--- config.mk ---
export PLATFORM = sky130hd
export DESIGN_NAME = hub_rx_forward
export DESIGN_NICKNAME = d
export VERILOG_FILES = /design/src/hdl/hub_pkg.sv /design/src/hdl/hub_rx_forward.sv
export SDC_FILE = /design/constraint.sdc
export NUM_CORES = 1
export LEC_CHECK = 0
export ABC_AREA = 1
export BUFFER_PORTS_ARGS = -buffer_cell sky130_fd_sc_hd__buf_4
export CAP_MARGIN = 20
export CORE_MARGIN = 10
export CORE_UTILIZATION = 62
export DETAILED_ROUTE_END_ITERATION = 8
export PLACE_DENSITY = 0.82
export SLEW_MARGIN = 20
export SYNTH_ARGS = -nofsm -noshare
export SYNTH_HDL_FRONTEND = slang
export SYNTH_SLANG_ARGS = --single-unit
--- constraint.sdc ---
create_clock -name ref_clk -period 6.9 [get_ports ref_clk]
set_input_delay 1.035 -clock ref_clk [delete_from_list [all_inputs] [get_ports ref_clk]]
set_output_delay 1.035 -clock ref_clk [all_outputs]
set_load 0.03 [all_outputs]
--- src/hdl/hub_pkg.sv ---
// constants, types and register map of the receive-mode and forwarding hub
package hub_pkg;
  // ---------------------------------------------------------------
  // sizes
  // ---------------------------------------------------------------
  localparam int NUM_PORTS = 4;
  localparam int NUM_TX = 2;
  localparam int CSI_FRAME_BITS = 40;
  localparam int RAW_FRAME_BITS = 28;
  localparam logic [1:0] FRAME_MARKER = 2'h2;
  localparam logic [11:0] RAW10_PIX_MASK = 12'h3FF;
  // ---------------------------------------------------------------
  // register indexes (byte address = 4 * index, page in index [9:8])
  // ---------------------------------------------------------------
  localparam logic [7:0] IDX_BC_RATE = 8'h58;
  localparam logic [7:0] IDX_TX_CTRL = 8'h20;
  localparam logic [7:0] IDX_STATUS = 8'h21;
  localparam logic [7:0] IDX_RX_SETUP = 8'h6D;
  localparam logic [7:0] IDX_VC_MAP = 8'h71;
  localparam logic [7:0] IDX_RAW_HDR = 8'h72;
  localparam logic [7:0] IDX_FWD_DEST = 8'h73;
  localparam logic [7:0] IDX_RATE_INFO = 8'h74;
  // ---------------------------------------------------------------
  // reset values and field positions
  // ---------------------------------------------------------------
  localparam logic [7:0] RST_BC_RATE = 8'h00;
  localparam logic [7:0] RST_VC_MAP = 8'hE4;
  localparam logic [7:0] RST_RAW_HDR = 8'h2A;
  localparam logic [7:0] RST_FWD_DEST = 8'h00;
  localparam logic [7:0] RST_TX_CTRL = 8'h00;
  localparam logic [2:0] BC_NONSYNC_CODE = 3'h2;
  localparam int SETUP_DIV_BIT = 2;
  localparam int TXC_REPLICATE_BIT = 0;
  localparam int STAT_OVR_LSB = 4;
  localparam int STAT_PERR_LSB = 8;
  // ---------------------------------------------------------------
  // rate multipliers (rate_info: [7:0] num, [9:8] den, [12:10] pclk,
  // [14:13] back channel)
  // ---------------------------------------------------------------
  localparam logic [7:0] LINE_MULT_SYNC = 8'hA0;
  localparam logic [7:0] LINE_MULT_ASYNC = 8'h50;
  localparam logic [2:0] PCLK_MULT_SYNC = 3'h4;
  localparam logic [2:0] PCLK_MULT_ASYNC = 3'h2;
  localparam logic [1:0] BC_MULT_SYNC = 2'h2;
  localparam logic [1:0] HF_NUM = 2'h2;
  localparam logic [1:0] HF_DEN = 2'h3;
  localparam logic [1:0] RAW10_DEN = 2'h2;
  // ---------------------------------------------------------------
  // bus answers and types
  // ---------------------------------------------------------------
  localparam logic [1:0] RESP_OKAY = 2'h0;
  localparam logic [1:0] RESP_SLVERR = 2'h2;
  typedef enum logic [1:0] {
    MODE_CSI, MODE_RAW12_LF, MODE_RAW12_HF, MODE_RAW10
  } mode_type;
  typedef struct packed {
    logic [1:0] vc;
    logic [5:0] dt;
    logic [23:0] data;
  } tx_pkt_type;
endpackage

--- src/hdl/hub_rx_forward.sv ---
// receive-mode decode, channel remap and forwarding to two outputs
//
// Functional notes
// - per-port CSI-2 or RAW mode, register or strap
// - CSI-2 ports decode forty-bit frames
// - RAW ports decode twenty-eight-bit frames
// - any port routes to either output
// - CSI-2 ports remap incoming virtual channels
// - sync CSI-2: line 160x, pixel 4x, back 2x
// - non-sync: line 80x, pixel per divider
// - RAW output gets programmable channel and type
// - RAW12 high-frequency: line pclk*2/3*28
// - RAW12 low-frequency: line pclk*28
// - RAW10: line pclk/2*28
// - YUV types ride the RAW path
// - output is always CSI-2 packets
// - streams interleave by distinct channel number
// - second output adds bandwidth or replicates
// - frames carry video, I2C, diagnostics, parity
// - control bits flow every frame, not blanking
//
// Our own choice: register access over AXI4-Lite.
`timescale 1ns/1ps
module hub_rx_forward
  import hub_pkg::*;
(
  // clock and reset
  input wire logic ref_clk,
  input wire logic rst,
  // register bus
  input wire logic [11:0] s_axi_awaddr,
  input wire logic s_axi_awvalid,
  output logic s_axi_awready,
  input wire logic [31:0] s_axi_wdata,
  input wire logic [3:0] s_axi_wstrb,
  input wire logic s_axi_wvalid,
  output logic s_axi_wready,
  output logic [1:0] s_axi_bresp,
  output logic s_axi_bvalid,
  input wire logic s_axi_bready,
  input wire logic [11:0] s_axi_araddr,
  input wire logic s_axi_arvalid,
  output logic s_axi_arready,
  output logic [31:0] s_axi_rdata,
  output logic [1:0] s_axi_rresp,
  output logic s_axi_rvalid,
  input wire logic s_axi_rready,
  // receive links and strap
  input wire logic [NUM_PORTS-1:0] rx_bit,
  input wire logic [NUM_PORTS-1:0] rx_bit_strobe,
  input wire logic [2:0] rx_input_mode_sel,
  // control channel out
  output logic [NUM_PORTS-1:0] ctrl_valid,
  output logic [4*NUM_PORTS-1:0] ctrl_bits,
  // transmit ports
  output logic [NUM_TX-1:0] tx_valid,
  input wire logic [NUM_TX-1:0] tx_ready,
  output tx_pkt_type tx_pkt0,
  output tx_pkt_type tx_pkt1
);
  // ---------------------------------------------------------------
  // pin synchronisers and strap capture
  // ---------------------------------------------------------------
  logic [NUM_PORTS-1:0] bit_s1_reg, bit_s2_reg, stb_s1_reg, stb_s2_reg;
  logic [NUM_PORTS-1:0] stb_d_reg, bit_edge;
  logic [2:0] strap_s1_reg, strap_s2_reg;
  logic [1:0] strap_cnt_reg;
  logic strap_load;
  always_ff @(posedge ref_clk) begin
    bit_s1_reg <= rx_bit;
    bit_s2_reg <= bit_s1_reg;
    stb_s1_reg <= rx_bit_strobe;
    stb_s2_reg <= stb_s1_reg;
    stb_d_reg <= stb_s2_reg;
    strap_s1_reg <= rx_input_mode_sel;
    strap_s2_reg <= strap_s1_reg;
  end
  assign bit_edge = stb_s2_reg & ~stb_d_reg;
  // strap is read once the synchroniser has filled after reset
  always_ff @(posedge ref_clk) begin
    if (rst) begin
      strap_cnt_reg <= 2'h0;
    end else if (strap_cnt_reg != 2'h3) begin
      strap_cnt_reg <= strap_cnt_reg + 2'h1;
    end
  end
  assign strap_load = (strap_cnt_reg == 2'h2);
  // ---------------------------------------------------------------
  // register bus slave
  // ---------------------------------------------------------------
  logic aw_hold_reg, w_hold_reg;
  logic [9:0] waddr_reg;
  logic [31:0] wdata_reg;
  logic [3:0] wstrb_reg;
  logic do_write, wr_hit;
  logic [31:0] rd_word;
  logic rd_hit;
  logic [7:0] bc_rate_reg, tx_ctrl_reg;
  logic [7:0] setup_reg [NUM_PORTS];
  logic [7:0] vc_map_reg [NUM_PORTS];
  logic [7:0] raw_hdr_reg [NUM_PORTS];
  logic [NUM_PORTS-1:0] dest_reg, locked_reg, ovr_reg, perr_reg;
  logic [NUM_PORTS-1:0] wr_setup, mode_chg;
  logic [14:0] rate_info [NUM_PORTS];
  logic nonsync;
  assign s_axi_awready = !aw_hold_reg && !s_axi_bvalid;
  assign s_axi_wready = !w_hold_reg && !s_axi_bvalid;
  assign s_axi_arready = !s_axi_rvalid;
  assign do_write = aw_hold_reg && w_hold_reg && !s_axi_bvalid;
  assign nonsync = (bc_rate_reg[2:0] == BC_NONSYNC_CODE);
  always_ff @(posedge ref_clk) begin
    if (rst) begin
      aw_hold_reg <= 1'b0;
      w_hold_reg <= 1'b0;
      s_axi_bvalid <= 1'b0;
      s_axi_bresp <= RESP_OKAY;
      waddr_reg <= 10'h000;
      wdata_reg <= 32'h00000000;
      wstrb_reg <= 4'h0;
    end else begin
      if (s_axi_awvalid && s_axi_awready) begin
        aw_hold_reg <= 1'b1;
        waddr_reg <= s_axi_awaddr[11:2];
      end
      if (s_axi_wvalid && s_axi_wready) begin
        w_hold_reg <= 1'b1;
        wdata_reg <= s_axi_wdata;
        wstrb_reg <= s_axi_wstrb;
      end
      if (do_write) begin
        aw_hold_reg <= 1'b0;
        w_hold_reg <= 1'b0;
        s_axi_bvalid <= 1'b1;
        s_axi_bresp <= wr_hit ? RESP_OKAY : RESP_SLVERR;
      end else if (s_axi_bready) begin
        s_axi_bvalid <= 1'b0;
      end
    end
  end
  // global registers live in page 0 only; per-port ones in every page
  always_comb begin
    wr_hit = (waddr_reg[7:0] == IDX_RX_SETUP) ||
      (waddr_reg[7:0] == IDX_VC_MAP) || (waddr_reg[7:0] == IDX_RAW_HDR) ||
      (waddr_reg[7:0] == IDX_FWD_DEST) ||
      (waddr_reg[7:0] == IDX_RATE_INFO);
    if (waddr_reg[9:8] == 2'h0) begin
      wr_hit = wr_hit || (waddr_reg[7:0] == IDX_BC_RATE) ||
        (waddr_reg[7:0] == IDX_TX_CTRL) || (waddr_reg[7:0] == IDX_STATUS);
    end
  end
  always_comb begin
    logic [1:0] pg;
    pg = s_axi_araddr[11:10];
    rd_hit = 1'b1;
    rd_word = 32'h00000000;
    case (s_axi_araddr[9:2])
      IDX_RX_SETUP: rd_word[7:0] = setup_reg[pg];
      IDX_VC_MAP: rd_word[7:0] = vc_map_reg[pg];
      IDX_RAW_HDR: rd_word[7:0] = raw_hdr_reg[pg];
      IDX_FWD_DEST: rd_word[0] = dest_reg[pg];
      IDX_RATE_INFO: rd_word[14:0] = rate_info[pg];
      IDX_BC_RATE: rd_word[7:0] = bc_rate_reg;
      IDX_TX_CTRL: rd_word[7:0] = tx_ctrl_reg;
      IDX_STATUS: rd_word[11:0] = {perr_reg, ovr_reg, locked_reg};
      default: rd_hit = 1'b0;
    endcase
    if (pg != 2'h0 && (s_axi_araddr[9:2] == IDX_BC_RATE ||
        s_axi_araddr[9:2] == IDX_TX_CTRL ||
        s_axi_araddr[9:2] == IDX_STATUS)) begin
      rd_hit = 1'b0;
      rd_word = 32'h00000000;
    end
  end
  always_ff @(posedge ref_clk) begin
    if (rst) begin
      s_axi_rvalid <= 1'b0;
      s_axi_rdata <= 32'h00000000;
      s_axi_rresp <= RESP_OKAY;
    end else if (s_axi_arvalid && s_axi_arready) begin
      s_axi_rvalid <= 1'b1;
      s_axi_rdata <= rd_word;
      s_axi_rresp <= rd_hit ? RESP_OKAY : RESP_SLVERR;
    end else if (s_axi_rready) begin
      s_axi_rvalid <= 1'b0;
    end
  end
  // a strap of 0 means non-synchronous CSI-2, so its rate code loads too
  always_ff @(posedge ref_clk) begin
    if (rst) begin
      bc_rate_reg <= RST_BC_RATE;
      tx_ctrl_reg <= RST_TX_CTRL;
    end else begin
      if (strap_load && strap_s2_reg == 3'h0) begin
        bc_rate_reg <= {5'h00, BC_NONSYNC_CODE};
      end
      if (do_write && wstrb_reg[0] && waddr_reg == {2'h0, IDX_BC_RATE}) begin
        bc_rate_reg <= wdata_reg[7:0];
      end
      if (do_write && wstrb_reg[0] && waddr_reg == {2'h0, IDX_TX_CTRL}) begin
        tx_ctrl_reg <= wdata_reg[7:0];
      end
    end
  end
  // ---------------------------------------------------------------
  // per-port setup, frame decode and item holding
  // ---------------------------------------------------------------
  logic [NUM_PORTS-1:0] frame_good, item_valid_reg, pop;
  tx_pkt_type item_reg [NUM_PORTS];
  logic [5:0] bits_seen_reg;
  logic prior_good_reg;
  genvar p;
  generate
    for (p = 0; p < NUM_PORTS; p++) begin : g_port
      logic [39:0] shift_reg, shift_next;
      logic [5:0] cnt_reg, last_bit;
      logic csi, video, good, bad, wr_here, stat_wr;
      mode_type mode;
      assign mode = mode_type'(setup_reg[p][1:0]);
      assign csi = (mode == MODE_CSI);
      assign last_bit = csi ? 6'(CSI_FRAME_BITS - 1) :
        6'(RAW_FRAME_BITS - 1);
      assign shift_next = {shift_reg[38:0], bit_s2_reg[p]};
      assign wr_here = do_write && wstrb_reg[0] && waddr_reg[9:8] == 2'(p);
      assign wr_setup[p] = wr_here && waddr_reg[7:0] == IDX_RX_SETUP;
      assign mode_chg[p] = (wr_setup[p] &&
        wdata_reg[1:0] != setup_reg[p][1:0]) || strap_load;
      always_ff @(posedge ref_clk) begin
        if (rst) begin
          setup_reg[p] <= 8'h00;
          vc_map_reg[p] <= RST_VC_MAP;
          raw_hdr_reg[p] <= RST_RAW_HDR;
          dest_reg[p] <= RST_FWD_DEST[0];
        end else begin
          if (strap_load) begin
            setup_reg[p] <= {6'h00, strap_s2_reg[1:0]};
          end
          if (wr_setup[p]) begin
            setup_reg[p] <= wdata_reg[7:0];
          end
          if (wr_here && waddr_reg[7:0] == IDX_VC_MAP) begin
            vc_map_reg[p] <= wdata_reg[7:0];
          end
          if (wr_here && waddr_reg[7:0] == IDX_RAW_HDR) begin
            raw_hdr_reg[p] <= wdata_reg[7:0];
          end
          if (wr_here && waddr_reg[7:0] == IDX_FWD_DEST) begin
            dest_reg[p] <= wdata_reg[0];
          end
        end
      end
      // on a bad window the count holds, sliding one bit per strobe
      assign video = csi ? shift_next[37] : shift_next[25];
      always_comb begin
        good = 1'b0;
        bad = 1'b0;
        if (bit_edge[p] && cnt_reg == last_bit) begin
          if (csi) begin
            good = shift_next[39:38] == FRAME_MARKER && !(^shift_next);
          end else begin
            good = shift_next[27:26] == FRAME_MARKER &&
              !(^shift_next[27:0]);
          end
          bad = !good;
        end
      end
      assign frame_good[p] = good;
      always_ff @(posedge ref_clk) begin
        if (rst || mode_chg[p]) begin
          shift_reg <= 40'h0000000000;
          cnt_reg <= 6'h00;
          locked_reg[p] <= 1'b0;
        end else if (bit_edge[p]) begin
          shift_reg <= shift_next;
          if (good) begin
            cnt_reg <= 6'h00;
          end else if (cnt_reg != last_bit) begin
            cnt_reg <= cnt_reg + 6'h01;
          end
          locked_reg[p] <= good;
        end
      end
      // fields: marker, video flag, I2C, diagnostics, parity, payload
      always_ff @(posedge ref_clk) begin
        if (rst) begin
          ctrl_valid[p] <= 1'b0;
          ctrl_bits[4*p +: 4] <= 4'h0;
        end else begin
          ctrl_valid[p] <= good;
          if (good) begin
            ctrl_bits[4*p +: 4] <= csi ? shift_next[36:33] :
              {1'b0, shift_next[23], 1'b0, shift_next[24]};
          end
        end
      end
      // YUV streams use the same packing; only the programmed type differs
      always_ff @(posedge ref_clk) begin
        if (rst) begin
          item_valid_reg[p] <= 1'b0;
          item_reg[p] <= '0;
        end else if (good && video) begin
          item_valid_reg[p] <= 1'b1;
          if (csi) begin
            item_reg[p].vc <= vc_map_reg[p][2*shift_next[31:30] +: 2];
            item_reg[p].dt <= shift_next[29:24];
            item_reg[p].data <= shift_next[23:0];
          end else begin
            item_reg[p].vc <= raw_hdr_reg[p][7:6];
            item_reg[p].dt <= raw_hdr_reg[p][5:0];
            item_reg[p].data <= {10'h000, shift_next[13:12],
              mode == MODE_RAW10 ? shift_next[11:0] & RAW10_PIX_MASK :
              shift_next[11:0]};
          end
        end else if (pop[p]) begin
          item_valid_reg[p] <= 1'b0;
        end
      end
      // sticky flags: a new event wins over a write-one clear
      assign stat_wr = do_write && waddr_reg == {2'h0, IDX_STATUS};
      always_ff @(posedge ref_clk) begin
        if (rst) begin
          ovr_reg[p] <= 1'b0;
          perr_reg[p] <= 1'b0;
        end else begin
          if (good && video && item_valid_reg[p] && !pop[p]) begin
            ovr_reg[p] <= 1'b1;
          end else if (stat_wr && wstrb_reg[0] &&
              wdata_reg[STAT_OVR_LSB + p]) begin
            ovr_reg[p] <= 1'b0;
          end
          if (bad) begin
            perr_reg[p] <= 1'b1;
          end else if (stat_wr && wstrb_reg[1] &&
              wdata_reg[STAT_PERR_LSB + p]) begin
            perr_reg[p] <= 1'b0;
          end
        end
      end
      // line, pixel and back-channel multipliers for this port's mode
      always_comb begin
        rate_info[p] = 15'h0000;
        case (mode)
          MODE_CSI: begin
            if (nonsync) begin
              rate_info[p] = {2'h0, setup_reg[p][SETUP_DIV_BIT] ?
                3'h1 : PCLK_MULT_ASYNC, 2'h1, LINE_MULT_ASYNC};
            end else begin
              rate_info[p] = {BC_MULT_SYNC, PCLK_MULT_SYNC, 2'h1,
                LINE_MULT_SYNC};
            end
          end
          MODE_RAW12_LF: rate_info[p] = {5'h00, 2'h1,
            8'(RAW_FRAME_BITS)};
          MODE_RAW12_HF: rate_info[p] = {5'h00, HF_DEN,
            8'(RAW_FRAME_BITS * HF_NUM)};
          MODE_RAW10: rate_info[p] = {5'h00, RAW10_DEN,
            8'(RAW_FRAME_BITS)};
          default: rate_info[p] = 15'h0000;
        endcase
      end
    end
  endgenerate
  // ---------------------------------------------------------------
  // forwarding to the two outputs
  // ---------------------------------------------------------------
  logic replicate;
  logic [NUM_TX-1:0] slot_free, load, gnt_ok;
  logic [1:0] gnt [NUM_TX];
  logic [1:0] rr_reg [NUM_TX];
  logic [NUM_PORTS-1:0] req [NUM_TX];
  assign replicate = tx_ctrl_reg[TXC_REPLICATE_BIT];
  assign req[0] = item_valid_reg & (~dest_reg | {NUM_PORTS{replicate}});
  assign req[1] = item_valid_reg & dest_reg & {NUM_PORTS{!replicate}};
  assign slot_free = ~tx_valid | tx_ready;
  assign load[0] = gnt_ok[0] && slot_free[0] &&
    (!replicate || slot_free[1]);
  assign load[1] = replicate ? load[0] : (gnt_ok[1] && slot_free[1]);
  always_comb begin
    pop = '0;
    for (int i = 0; i < NUM_PORTS; i++) begin
      if ((load[0] && gnt[0] == 2'(i)) ||
          (load[1] && !replicate && gnt[1] == 2'(i))) begin
        pop[i] = 1'b1;
      end
    end
  end
  genvar t;
  generate
    for (t = 0; t < NUM_TX; t++) begin : g_tx
      // round robin so one busy port cannot starve the others
      always_comb begin
        logic [1:0] k;
        gnt_ok[t] = 1'b0;
        gnt[t] = 2'h0;
        k = 2'h0;
        for (int o = NUM_PORTS; o >= 1; o--) begin
          k = rr_reg[t] + 2'(o);
          if (req[t][k]) begin
            gnt_ok[t] = 1'b1;
            gnt[t] = k;
          end
        end
      end
      always_ff @(posedge ref_clk) begin
        if (rst) begin
          rr_reg[t] <= 2'h3;
        end else if (load[t] && !(replicate && t == 1)) begin
          rr_reg[t] <= gnt[t];
        end
      end
    end
  endgenerate
  always_ff @(posedge ref_clk) begin
    if (rst) begin
      tx_valid <= '0;
      tx_pkt0 <= '0;
      tx_pkt1 <= '0;
    end else begin
      if (load[0]) begin
        tx_valid[0] <= 1'b1;
        tx_pkt0 <= item_reg[gnt[0]];
      end else if (tx_ready[0]) begin
        tx_valid[0] <= 1'b0;
      end
      if (load[1]) begin
        tx_valid[1] <= 1'b1;
        tx_pkt1 <= item_reg[replicate ? gnt[0] : gnt[1]];
      end else if (tx_ready[1]) begin
        tx_valid[1] <= 1'b0;
      end
    end
  end
  // ---------------------------------------------------------------
  // checks
  // ---------------------------------------------------------------
  always_ff @(posedge ref_clk) begin
    if (rst || mode_chg[0]) begin
      bits_seen_reg <= 6'h00;
      prior_good_reg <= 1'b0;
    end else if (bit_edge[0]) begin
      bits_seen_reg <= frame_good[0] ? 6'h00 : bits_seen_reg + 6'h01;
      prior_good_reg <= prior_good_reg | frame_good[0];
    end
  end
  // port 1 carries the raw stream; its decoder restarts on a mode change
  logic [5:0] bits_seen1_reg;
  always_ff @(posedge ref_clk) begin
    if (rst || mode_chg[1]) begin
      bits_seen1_reg <= 6'h00;
    end else if (bit_edge[1]) begin
      bits_seen1_reg <= frame_good[1] ? 6'h00 : bits_seen1_reg + 6'h01;
    end
  end
endmodule

* Word-level counts from Yosys, hierarchy flattened
Memory sizes are Yosys's and may differ from the RTL's. A register that Yosys moved wholly into a read port is not among the register bits.
Index checks and enable logic that the tools add are counted.
** Storage, ports and cells
- Input port bits :: 80
- Flip-flop bits (word level) :: 330
- Word-level logic and storage cells :: 633
- Output and inout bits :: 127
- Memories kept :: 5
- RAM bits :: 228
** Operators by class
- Eq/ne operators :: 63
- Bitwise logic cells :: 52
- Magnitude comparators :: 10
- Add/subtract/negate cells :: 11
- Shift operators :: 4
- Reductions and logical operators :: 170
- Multiplexer cells :: 260
** Memory list
- item_reg :: depth 4, bits a word 32, read ports 2, clocked after memory_dff 2, write ports 4, line hub_rx_forward.sv:208 : tx_pkt_type item_reg [NUM_PORTS];
- raw_hdr_reg :: depth 4, bits a word 8, read ports 5, clocked after memory_dff 0, write ports 4, line hub_rx_forward.sv:101 : logic [7:0] raw_hdr_reg [NUM_PORTS];
- setup_reg :: depth 4, bits a word 8, read ports 5, clocked after memory_dff 0, write ports 4, line hub_rx_forward.sv:99 : logic [7:0] setup_reg [NUM_PORTS];
- vc_map_reg :: depth 4, bits a word 8, read ports 5, clocked after memory_dff 0, write ports 4, line hub_rx_forward.sv:100 : logic [7:0] vc_map_reg [NUM_PORTS];
- rr_reg :: depth 2, bits a word 2, read ports 2, clocked after memory_dff 0, write ports 2, line hub_rx_forward.sv:368 : logic [1:0] rr_reg [NUM_TX];
** Operators with widths (count)
- $pmux 15 s4 :: 4
- $mux 24 :: 8
- $reduce_xor 40->1 :: 4
- $mux 1 :: 156
- $mux 8 :: 18
- $mux 6 :: 20
- $reduce_xor 28->1 :: 4
- $mux 15 :: 7
- $eq 8x7->1 const B :: 12
- $logic_and 1x1->1 :: 83
- $mux 2 :: 25
- $pmux 7 s7 :: 1
- $mux 12 :: 4
- $eq 2x2->1 const B :: 23
- $reduce_bool 2->1 :: 22
- $or 1x1->1 :: 42
- $eq 8x6->1 const B :: 4
- $shiftx 8x4->2 :: 4
- $bmux 15 s2 :: 1
- $lt 2x3->1 const B :: 9
- $add 6x1->6 const B :: 4
- $eq 6x6->1 :: 4
- $ne 6x6->1 :: 4
- $logic_or 1x1->1 :: 22
- 26 further kinds :: 85

* Depth between registers and ports, before layout
Gate-level depths: netlist of run 1.
- Depth after elaboration :: 19
- Gate-level depth with buffers :: 21
- Gate-level depth less buffers :: 20

* Least setup slack after synthesis of run 1
Ideal clock, no wire load.
- Path kind :: reg-to-reg
- From :: register g_port[1].shift_reg[37]
- To :: memory item_reg[1][0] (netlist bit) (enable)
- Path buffers :: 0
- Slack :: 2462 ps
- Data arrival time :: 3972 ps
- Setup time :: 466 ps
- Required time :: 6434 ps
- Period minus slack after synthesis :: 4438 ps
- Cell stages (with the launch flop) :: 15
- Cell sequence :: dfxtp_1 -> inv_1 -> ha_1 -> xor2_1 -> xor2_1 -> nand2_1 -> nand2_1 -> nand3_1 -> nand2_1 -> nand2_1 -> nand2_1 -> nand2_1 -> nand2_2 -> nand2_4 -> o21ai_0
** RTL lines
- start, declared :: line hub_rx_forward.sv:214 : logic [39:0] shift_reg, shift_next;
- start signal, assigned :: line hub_rx_forward.sv:273 : shift_reg <= shift_next;
- end, declared :: line hub_rx_forward.sv:208

==> results of run 1 <==
-- kinds of logic (layout without fill, tap and decap cells) --
| group | Yosys count | after routing |
|---|---|---|
| compound gates | 574 | 574 |
| flops | 601 | 601 |
| simple gates | 2223 | 2223 |
| other cells | 1 | 20 |
| mux | 1 | 1 |
| buf+inv | 630 | 729 |
| fa+ha+maj | 14 | 14 |
| xor+xnor | 73 | 73 |
-- stage by stage --
stage	util [%]	power [W]	hold WS, ps
after floorplan	-	0.00508	310
after global placement	65.5	0.00557	310
after detailed placement	65.5	0.00559	313
after CTS	70.0	0.00905	328
after global routing	70.0	0.00938	331
final	70.0	0.00907	324
-- critical path: stages, from the launching register on --
cell,delay (ps)
edfxtp_1,480
nor2_2,530
inv_1,530
o21ai_0,190
nand3_1,80
a21oi_1,120
inv_1,70
nor2_1,160
nand2_2,210
nor2_2,710
nand2_1,410
nor2_1,370
-- worst max-delay path by stage --
| stage | slack, ps | to | cells after the start | from |
|---|---|---|---|---|
| floorplan | 2460 | item_reg[1][0] | 14 | g_port[1].shift_reg[37] |
| global placement | 2890 | item_reg[2][11] | 6 | rst |
| detailed placement | 2800 | g_port[1].shift_reg[1] | 7 | rst |
| CTS | 2880 | item_reg[0][22] | 11 | setup_reg[0][0] |
| global route | 2410 | item_reg[0][22] | 11 | setup_reg[0][0] |
| finish | 2810 | item_reg[0][22] | 11 | setup_reg[0][0] |
-- per-layer routing --
| metal | track usage [%] | vias to the layer above | part of all wire (%) |
|---|---|---|---|
| met4 | 18.8 | 0 | 6.7 |
| li1 | - | 13400 | - |
| met2 | 48.4 | 1493 | 45 |
| met5 | 0 | - | 0 |
| met1 | 38.0 | 12700 | 38 |
| met3 | 5.06 | 286 | 9.8 |
-- placed cells by master, fill, tap and decap left out, types with 14 or more instances in the layout --
| master | count |
|---|---|
| nor2_2 | 14 |
| o2111ai_1 | 29 |
| conb_1 | 20 |
| nor2_1 | 290 |
| edfxtp_1 | 228 |
| xor2_1 | 32 |
| clkinv_2 | 17 |
| inv_2 | 18 |
| nand3_1 | 283 |
| clkbuf_16 | 61 |
| nand2_1 | 1513 |
| xnor2_1 | 41 |
| nor3_1 | 38 |
| dfxtp_1 | 373 |
| buf_4 | 185 |
| o21ai_0 | 167 |
| inv_1 | 411 |
| nand4_1 | 47 |
| a21oi_1 | 288 |
| ha_1 | 14 |
-- cell type report --
cell class | count | share of cell area, %
Multi-Input combinational cell | 2905 | 39.5
Clock inverter | 30 | 1.15
Timing Repair Buffer | 185 | 4.16
Clock buffer | 83 | 5.19
Inverter | 431 | 4.85
Tap cell | 615 | 2.30
Sequential cell | 601 | 42.8
-- power by group --
group	total (W)	internal, W	switching, W
clock	0.00351	0.00209	0.00142
sequential	0.00398	0.00385	0.000125
combinational	0.00158	0.000424	0.00116
total	0.00907	0.00637	0.00271
==> flow_results.org, run 1 <==
** Place
- During placement, the flow inserted port buffers numbering 160.
- At the placement stage, the worst setup path has a slack of 2800 ps.
- Placed cell count :: 4,737
- The HPWL after detailed placement is 62,000 microns.
- Instance area after placement :: 31,300 sq um
- Global placement routability congestion :: 0.984

** Timing
- Transition time of the tightest slew-check pin :: 1130 ps
- Setup slack closes at 2810 ps.
- Ratio of final minimum period to clock period :: 59.3%
- Final count of negative-setup-slack endpoints :: 0
- Derived from the worst setup path, the maximum achievable clock frequency is 244 MHz.
- Pins over their slew limit :: 0
- Setup repair after global routing left no endpoint under its margin.
- Min Clock Period, post-route :: 4090 ps
- The number of failing hold endpoints at the final stage was 0.
- Accumulated negative setup slack :: 0 ps
- Relative slew margins :: 24.8%
- For the final database, setup skew stands at 12.5 ps.

** Synthesis
- The cell count after synthesis came out at 4,117.
- In the post-synthesis netlist, the biggest area contributors are dfxtp_1, edfxtp_1, nand2_1.
- Asr flop ratio synth :: 0%
- Yosys printed 0 warnings.
- Synthesized-area fraction occupied by ao, oa, aoi and oai cells :: 10.7%
- Flop and latch count out of synthesis :: 601
- Area share of the leading cell type in the synthesized netlist :: 24.9%
- Dividing the synthesized area by the synthesized cell count gives 7.28 sq um.
- Most instantiated library cell after synthesis :: nand2_1
- Distinct cell type count after synthesis :: 55
- After Yosys synthesis, and, or, nand and nor cells account for 30.2% of the synthesized area.
- Xor and xnor fraction of the mapped netlist area :: 2.13%
- Among all flip-flop cells after synthesis, the most frequent one is dfxtp_1.
- Main combinational cell family by area after synthesis :: simple AND/OR/NAND/NOR gates
- The synthesized netlist occupies a cell area of 30,000 sq um.
- The synthesized netlist devotes 0.585% of its cell area to adder and majority cells.
- Sequential element share of the synthesized area :: 47.8%
- The synthesized design contains 228 enable-type register cells.
- The commonest cells after synthesis are nand2_1, inv_1, dfxtp_1.
- Cell taking the most area after synthesis :: dfxtp_1
- Multiplexer share of the synthesized area :: 0.0334%

** Finish
- Number of flip-flops under the largest register name :: 156
- Post-route standard cell area excluding fillers :: 33,400 sq um
- Diode insertion count for antenna repair :: 0
- After the last flow step, the layout net total stands at 4,279.
- FF/Latch Area :: 14,300 sq um
- In the final layout, the share of cells above drive strength 1 is 8.45%.
- Area Overhead vs Synth :: 11.5%
- For this run, the number of standard cells in the final layout without fillers is 4,850.
- Filler Cell Count :: 3,873
- Summing all multi-input logic gate instances after layout gives 13,200 sq um.

** Global route
- Global routing finished with a remaining overflow of 0.
- The initial antenna violation count came to 0.
- For this run, the total global-route usage over all layers was measured as 30.4%.
- The number of global-route vias before repair is 25,500.
- Maximum number of pins on one net before global-route repair :: 75
- Wire length of the first global-routing pass :: 138,000 microns

** Clock network
- Number of buffers inserted during clock tree synthesis :: 61
- Post-CTS setup buffers :: 0
- Maximum number of buffers from clock root to sink :: 3
- Number of clock sinks :: 601
- After clock tree synthesis, the repair step resized 0 gates.
- Root buffer cell :: clkbuf_16
- Clock edge transition at the registers on the reported setup and hold paths :: 60 ps
- Clock tree from TritonCTS :: done
- Number of levels in the clock H-tree :: 2
- For the worst-skew pair, the clock arrives at the later sink with an insertion delay of 630 ps.
- Post-CTS Hold Buffers :: 0

** Drt
- In the final routed layout, each cell accounts on average for 18.4 microns.
- Vias after detailed routing :: 27,900
- The first detailed-routing pass ran for 8 iterations.
- After detailed routing, the number of remaining DRC violations is 0.
- 1st-iter DRT viols :: 3,508
- Detail-routed via count per cell :: 5.74
- Post-detailed-routing wire length :: 89,300 microns
- The detail route stage leaves a number of antenna-violating nets equal to 0.

** Hold path
- The worst hold path terminates at stb_s2_reg[2].
- Worst hold path type :: reg -> reg
- The worst hold path was traced through 0 stages.
- The startpoint identified for the worst hold timing path is stb_s1_reg[2].

** Setup path
- The worst setup path is captured at a flop.
- In this run the worst path has a maximum fanout of 22.
- Worst reg2reg endpoint :: item_reg[0][22]
- For the worst setup path, the data required time is 7320 ps.
- Reg2Reg Setup Slack :: 2810 ps
- The worst register-to-register path has a depth of 11.
- The critical path is of the reg -> reg type.
- Data arrival time of the critical path :: 4510 ps
- The worst register-to-register path begins at setup_reg[0][0].
- Crit start category :: flop

** Die
- Width of the chip :: 240 microns
- The die covers 57,500 sq um.
- Starting Density :: 62.7%
- Io pins :: 207
- After floorplanning, the core was sized to cover 47,700 sq um.
- Std-Cell Rows :: 80
- The floorplan step set the die height to 240 microns.

** Power and ir drop
- Across the VDD grid, the largest voltage drop is 0.230 mV.
- PD cells :: 272 nW/um^2
- Summed over all cells, the static leakage comes to 13.9 nW.

** Status
- The run finished with clean final reports.

** Run
- Max-Cap Viols :: 0
Power figures use the tool's default switching activity.
==> inputs of run 2 (changes only) <==
Settings changed: CORE_UTILIZATION 62 to 61, PLACE_DENSITY 0.82 to 0.8.
Clock period 6.9 ns to 4.07 ns, I/O delays scaled along.
==> flow_results.org, run 2 (synthesis results as in run 1) <==
** Run
- Max-Cap Viols :: 0

** Setup path
- By instance count, the cell type seen most on the critical path is nand2_1.
- Crit path max fanout :: 22
- Crit start category :: flop
- CP required :: 4390 ps
- Startpoint-to-endpoint class of the critical path :: reg -> reg
- Cell-by-cell trace of the critical path :: inv_1 -> ha_1 -> xor2_1 -> xor2_1 -> nand2_1 -> nand2_1 -> nand2_1 -> nand2_1 -> inv_1 -> nand2_1 -> nand3_1 -> nand2_2 -> nand2_4 -> o21ai_2 -> buf_4
- The kind of cell with the highest combined delay along the critical path is simple AND/OR/NAND/NOR gates.
- Reg2Reg Setup Slack :: 830 ps
- The worst register-to-register path ends at item_reg[3][4].
- Cell with the largest stage delay on the worst path :: o21ai_2
- Delay of the slowest cell on the worst path :: 520 ps
- Count of buffering cells on the critical path with inverters included :: 3
- In this run the critical register-to-register path is launched from g_port[3].shift_reg[37].
- Data arrival time of the critical path :: 3550 ps
- Worst-case reg-to-reg path depth :: 15
- The worst setup path is captured at a flop.

** Power and ir drop
- VDD IR-drop max :: 0.420 mV
- PD cells :: 451 nW/um^2
- Pleak :: 14.0 nW

** Die
- After floorplanning, the core was divided into 81 placement rows.
- The total area inside the core boundary comes to 48,700 sq um.
- Vertical die dimension :: 242 microns
- The die covers 58,400 sq um.
- Io pins :: 207
- Starting Density :: 61.5%
- Measured along the x axis, the die boundary spans 242 microns.

** Finish
- Diode insertion count for antenna repair :: 0
- The register with the most flip-flops in the layout has 156 of them.
- Area Overhead vs Synth :: 12.1%
- The library cell used most frequently in the layout, excluding fill and tap cells, is nand2_1.
- Fin nets :: 4,299
- The post-route netlist has 8.86% of its cells at a drive strength greater than 1.
- Highest-count cells in the layout ignoring fill and taps :: nand2_1, inv_1, dfxtp_1

** Timing
- Across the routed clock network, the largest skew measured is 16.9 ps.
- Min Clock Period, post-route :: 3240 ps
- RSZ-0062 raised after global routing :: false
- Dividing the final minimum period by the clock period gives 79.5%.
- Accumulated negative setup slack :: 0 ps
- Transition time of the tightest slew-check pin :: 994 ps
- Pins over their slew limit :: 0
- Post-route worst hold slack :: 73.7 ps
- Highest attainable clock frequency :: 309 MHz
- Count of final hold-check violations :: 0
- Across all setup checks in the final design, the least slack found is 834 ps.
- Setup violations remaining at the end of the flow were counted as 0.
- In this run the tightest slew margin relative to its limit is 33.0%.

** Place
- In this run the tool buffered the top-level ports with 160 buffer cells.
- At the end of routability-driven placement, the weighted congestion stood at 1.01.
- Setup slack at placement :: 886 ps
- Once detailed placement completed, the half-perimeter wirelength came to 64,100 microns.

** Drt
- For this block, the routed nets add up to 89,600 microns of wire.
- After detailed routing, the number of remaining DRC violations is 0.
- For this run, the detailed router's first-pass iteration total came to 6.
- Detail-routed via count per cell :: 5.63
- The detailed router finished its first iteration with 3,087 violations.
- The count of nets left with antenna violations once routing finished came out at 0.
- Dividing the detail-routed wire length by the instance count gives 18.2 microns.
- The detailed router placed 27,700 vias in this run.

** Status
- The flow ran to the end, and the final reports show no timing, DRC or antenna violations.

** Clock network
- Post-CTS resize count :: 0
- The number of clock buffers added by TritonCTS is 60.
- TritonCTS built the clock tree.
- Buffers inserted to repair hold after CTS numbered 0.
- After clock tree synthesis, the setup repair step added 0 buffers.
- For the worst-skew pair, the clock arrives at the later sink with an insertion delay of 640 ps.
- No sink is reached through more buffers than the 3 on the longest clock path.
- Clock-pin slew was measured on the worst setup and hold paths at 60 ps.
- CTS placed an instance of clkbuf_16 at the clock tree root.
- Number of clock sinks :: 601
- The H-tree generated during clock tree synthesis spans 2 levels.

** Hold path
- The tightest min-delay check is of the in -> reg type.
- Cell count of the worst hold path :: 1
- Worst hold endpoint :: bit_s1_reg[3]
- Startpoint of the most critical hold path :: rx_bit[3]

** Global route
- For this run, the total global-route usage over all layers was measured as 29.2%.
- Number of antenna violations at the first check in global routing :: 0
- Vias in the first global route :: 25,000
- Entering global routing, the biggest net connects 96 pins.
- Wire length of the first global-routing pass :: 138,000 microns
- Global routing finished with a remaining overflow of 0.
run 2: cell types whose count changed in the layout (fill, tap and decap cells not counted), moves of 5 or more:
cell	previous run	this run
buf_12	0	5
bufinv_16	9	2
buf_4	185	201
inv_4	1	6
clkbuf_8	12	3
clkbuf_16	61	68
run 2: worst max-delay path by stage:
stage               cells past startpoint               startpoint                 endpoint  slack, ps
floorplan                              14  g_port[1].shift_reg[37]           item_reg[1][0]        500
global placement                       10         s_axi_araddr[11]           s_axi_rdata[3]       1010
detailed placement                     15  g_port[3].shift_reg[37]           item_reg[3][6]        890
CTS                                    15  g_port[3].shift_reg[37]           item_reg[3][5]        870
global route                            8             s_axi_bvalid  g_port[2].shift_reg[18]        590
finish                                 15  g_port[3].shift_reg[37]           item_reg[3][4]        830
run 2: metal layers:
metal,vias to the layer above,part of all wire (%),GRT usage (%)
met3,262,8.9,4.72
met4,0,5.9,16.9
li1,13400,-,-
met5,-,0,0
met1,12600,39,36.5
met2,1355,46,47.5
run 2: per-stage QoR:
step	power, W	cells	cell area (sq um)	utilization (%)
after floorplan	0.00861	4136	30000	-
after global placement	0.00952	4807	31600	64.7
after detailed placement	0.00955	4807	31600	64.7
after CTS	0.0151	4921	33600	68.9
after global routing	0.0157	4921	33600	68.9
final	0.0152	4921	33600	68.9
run 2: final cells by class:
cell class,instances,area [sq um]
clock inverter,33,241
multi-input combinational,2905,13200
clock buffer,81,1780
tap,664,831
sequential,601,14300
inverter,431,1620
fill,4035,15200
timing repair buffer,206,1610
run 2: report_power, final:
group | internal [W] | switching (W)
logic | 0.000775 | 0.00200
clock network | 0.00321 | 0.00245
registers | 0.00653 | 0.000184
total | 0.0105 | 0.00464
run 2: worst reg2reg max path: stages (launching register included):
cell	delay, ps
dfxtp_1	360
inv_1	50
ha_1	300
xor2_1	270
xor2_1	250
nand2_1	90
nand2_1	80
nand2_1	50
nand2_1	70
inv_1	40
nand2_1	50
nand3_1	120
nand2_2	130
nand2_4	120
o21ai_2	530
buf_4	400
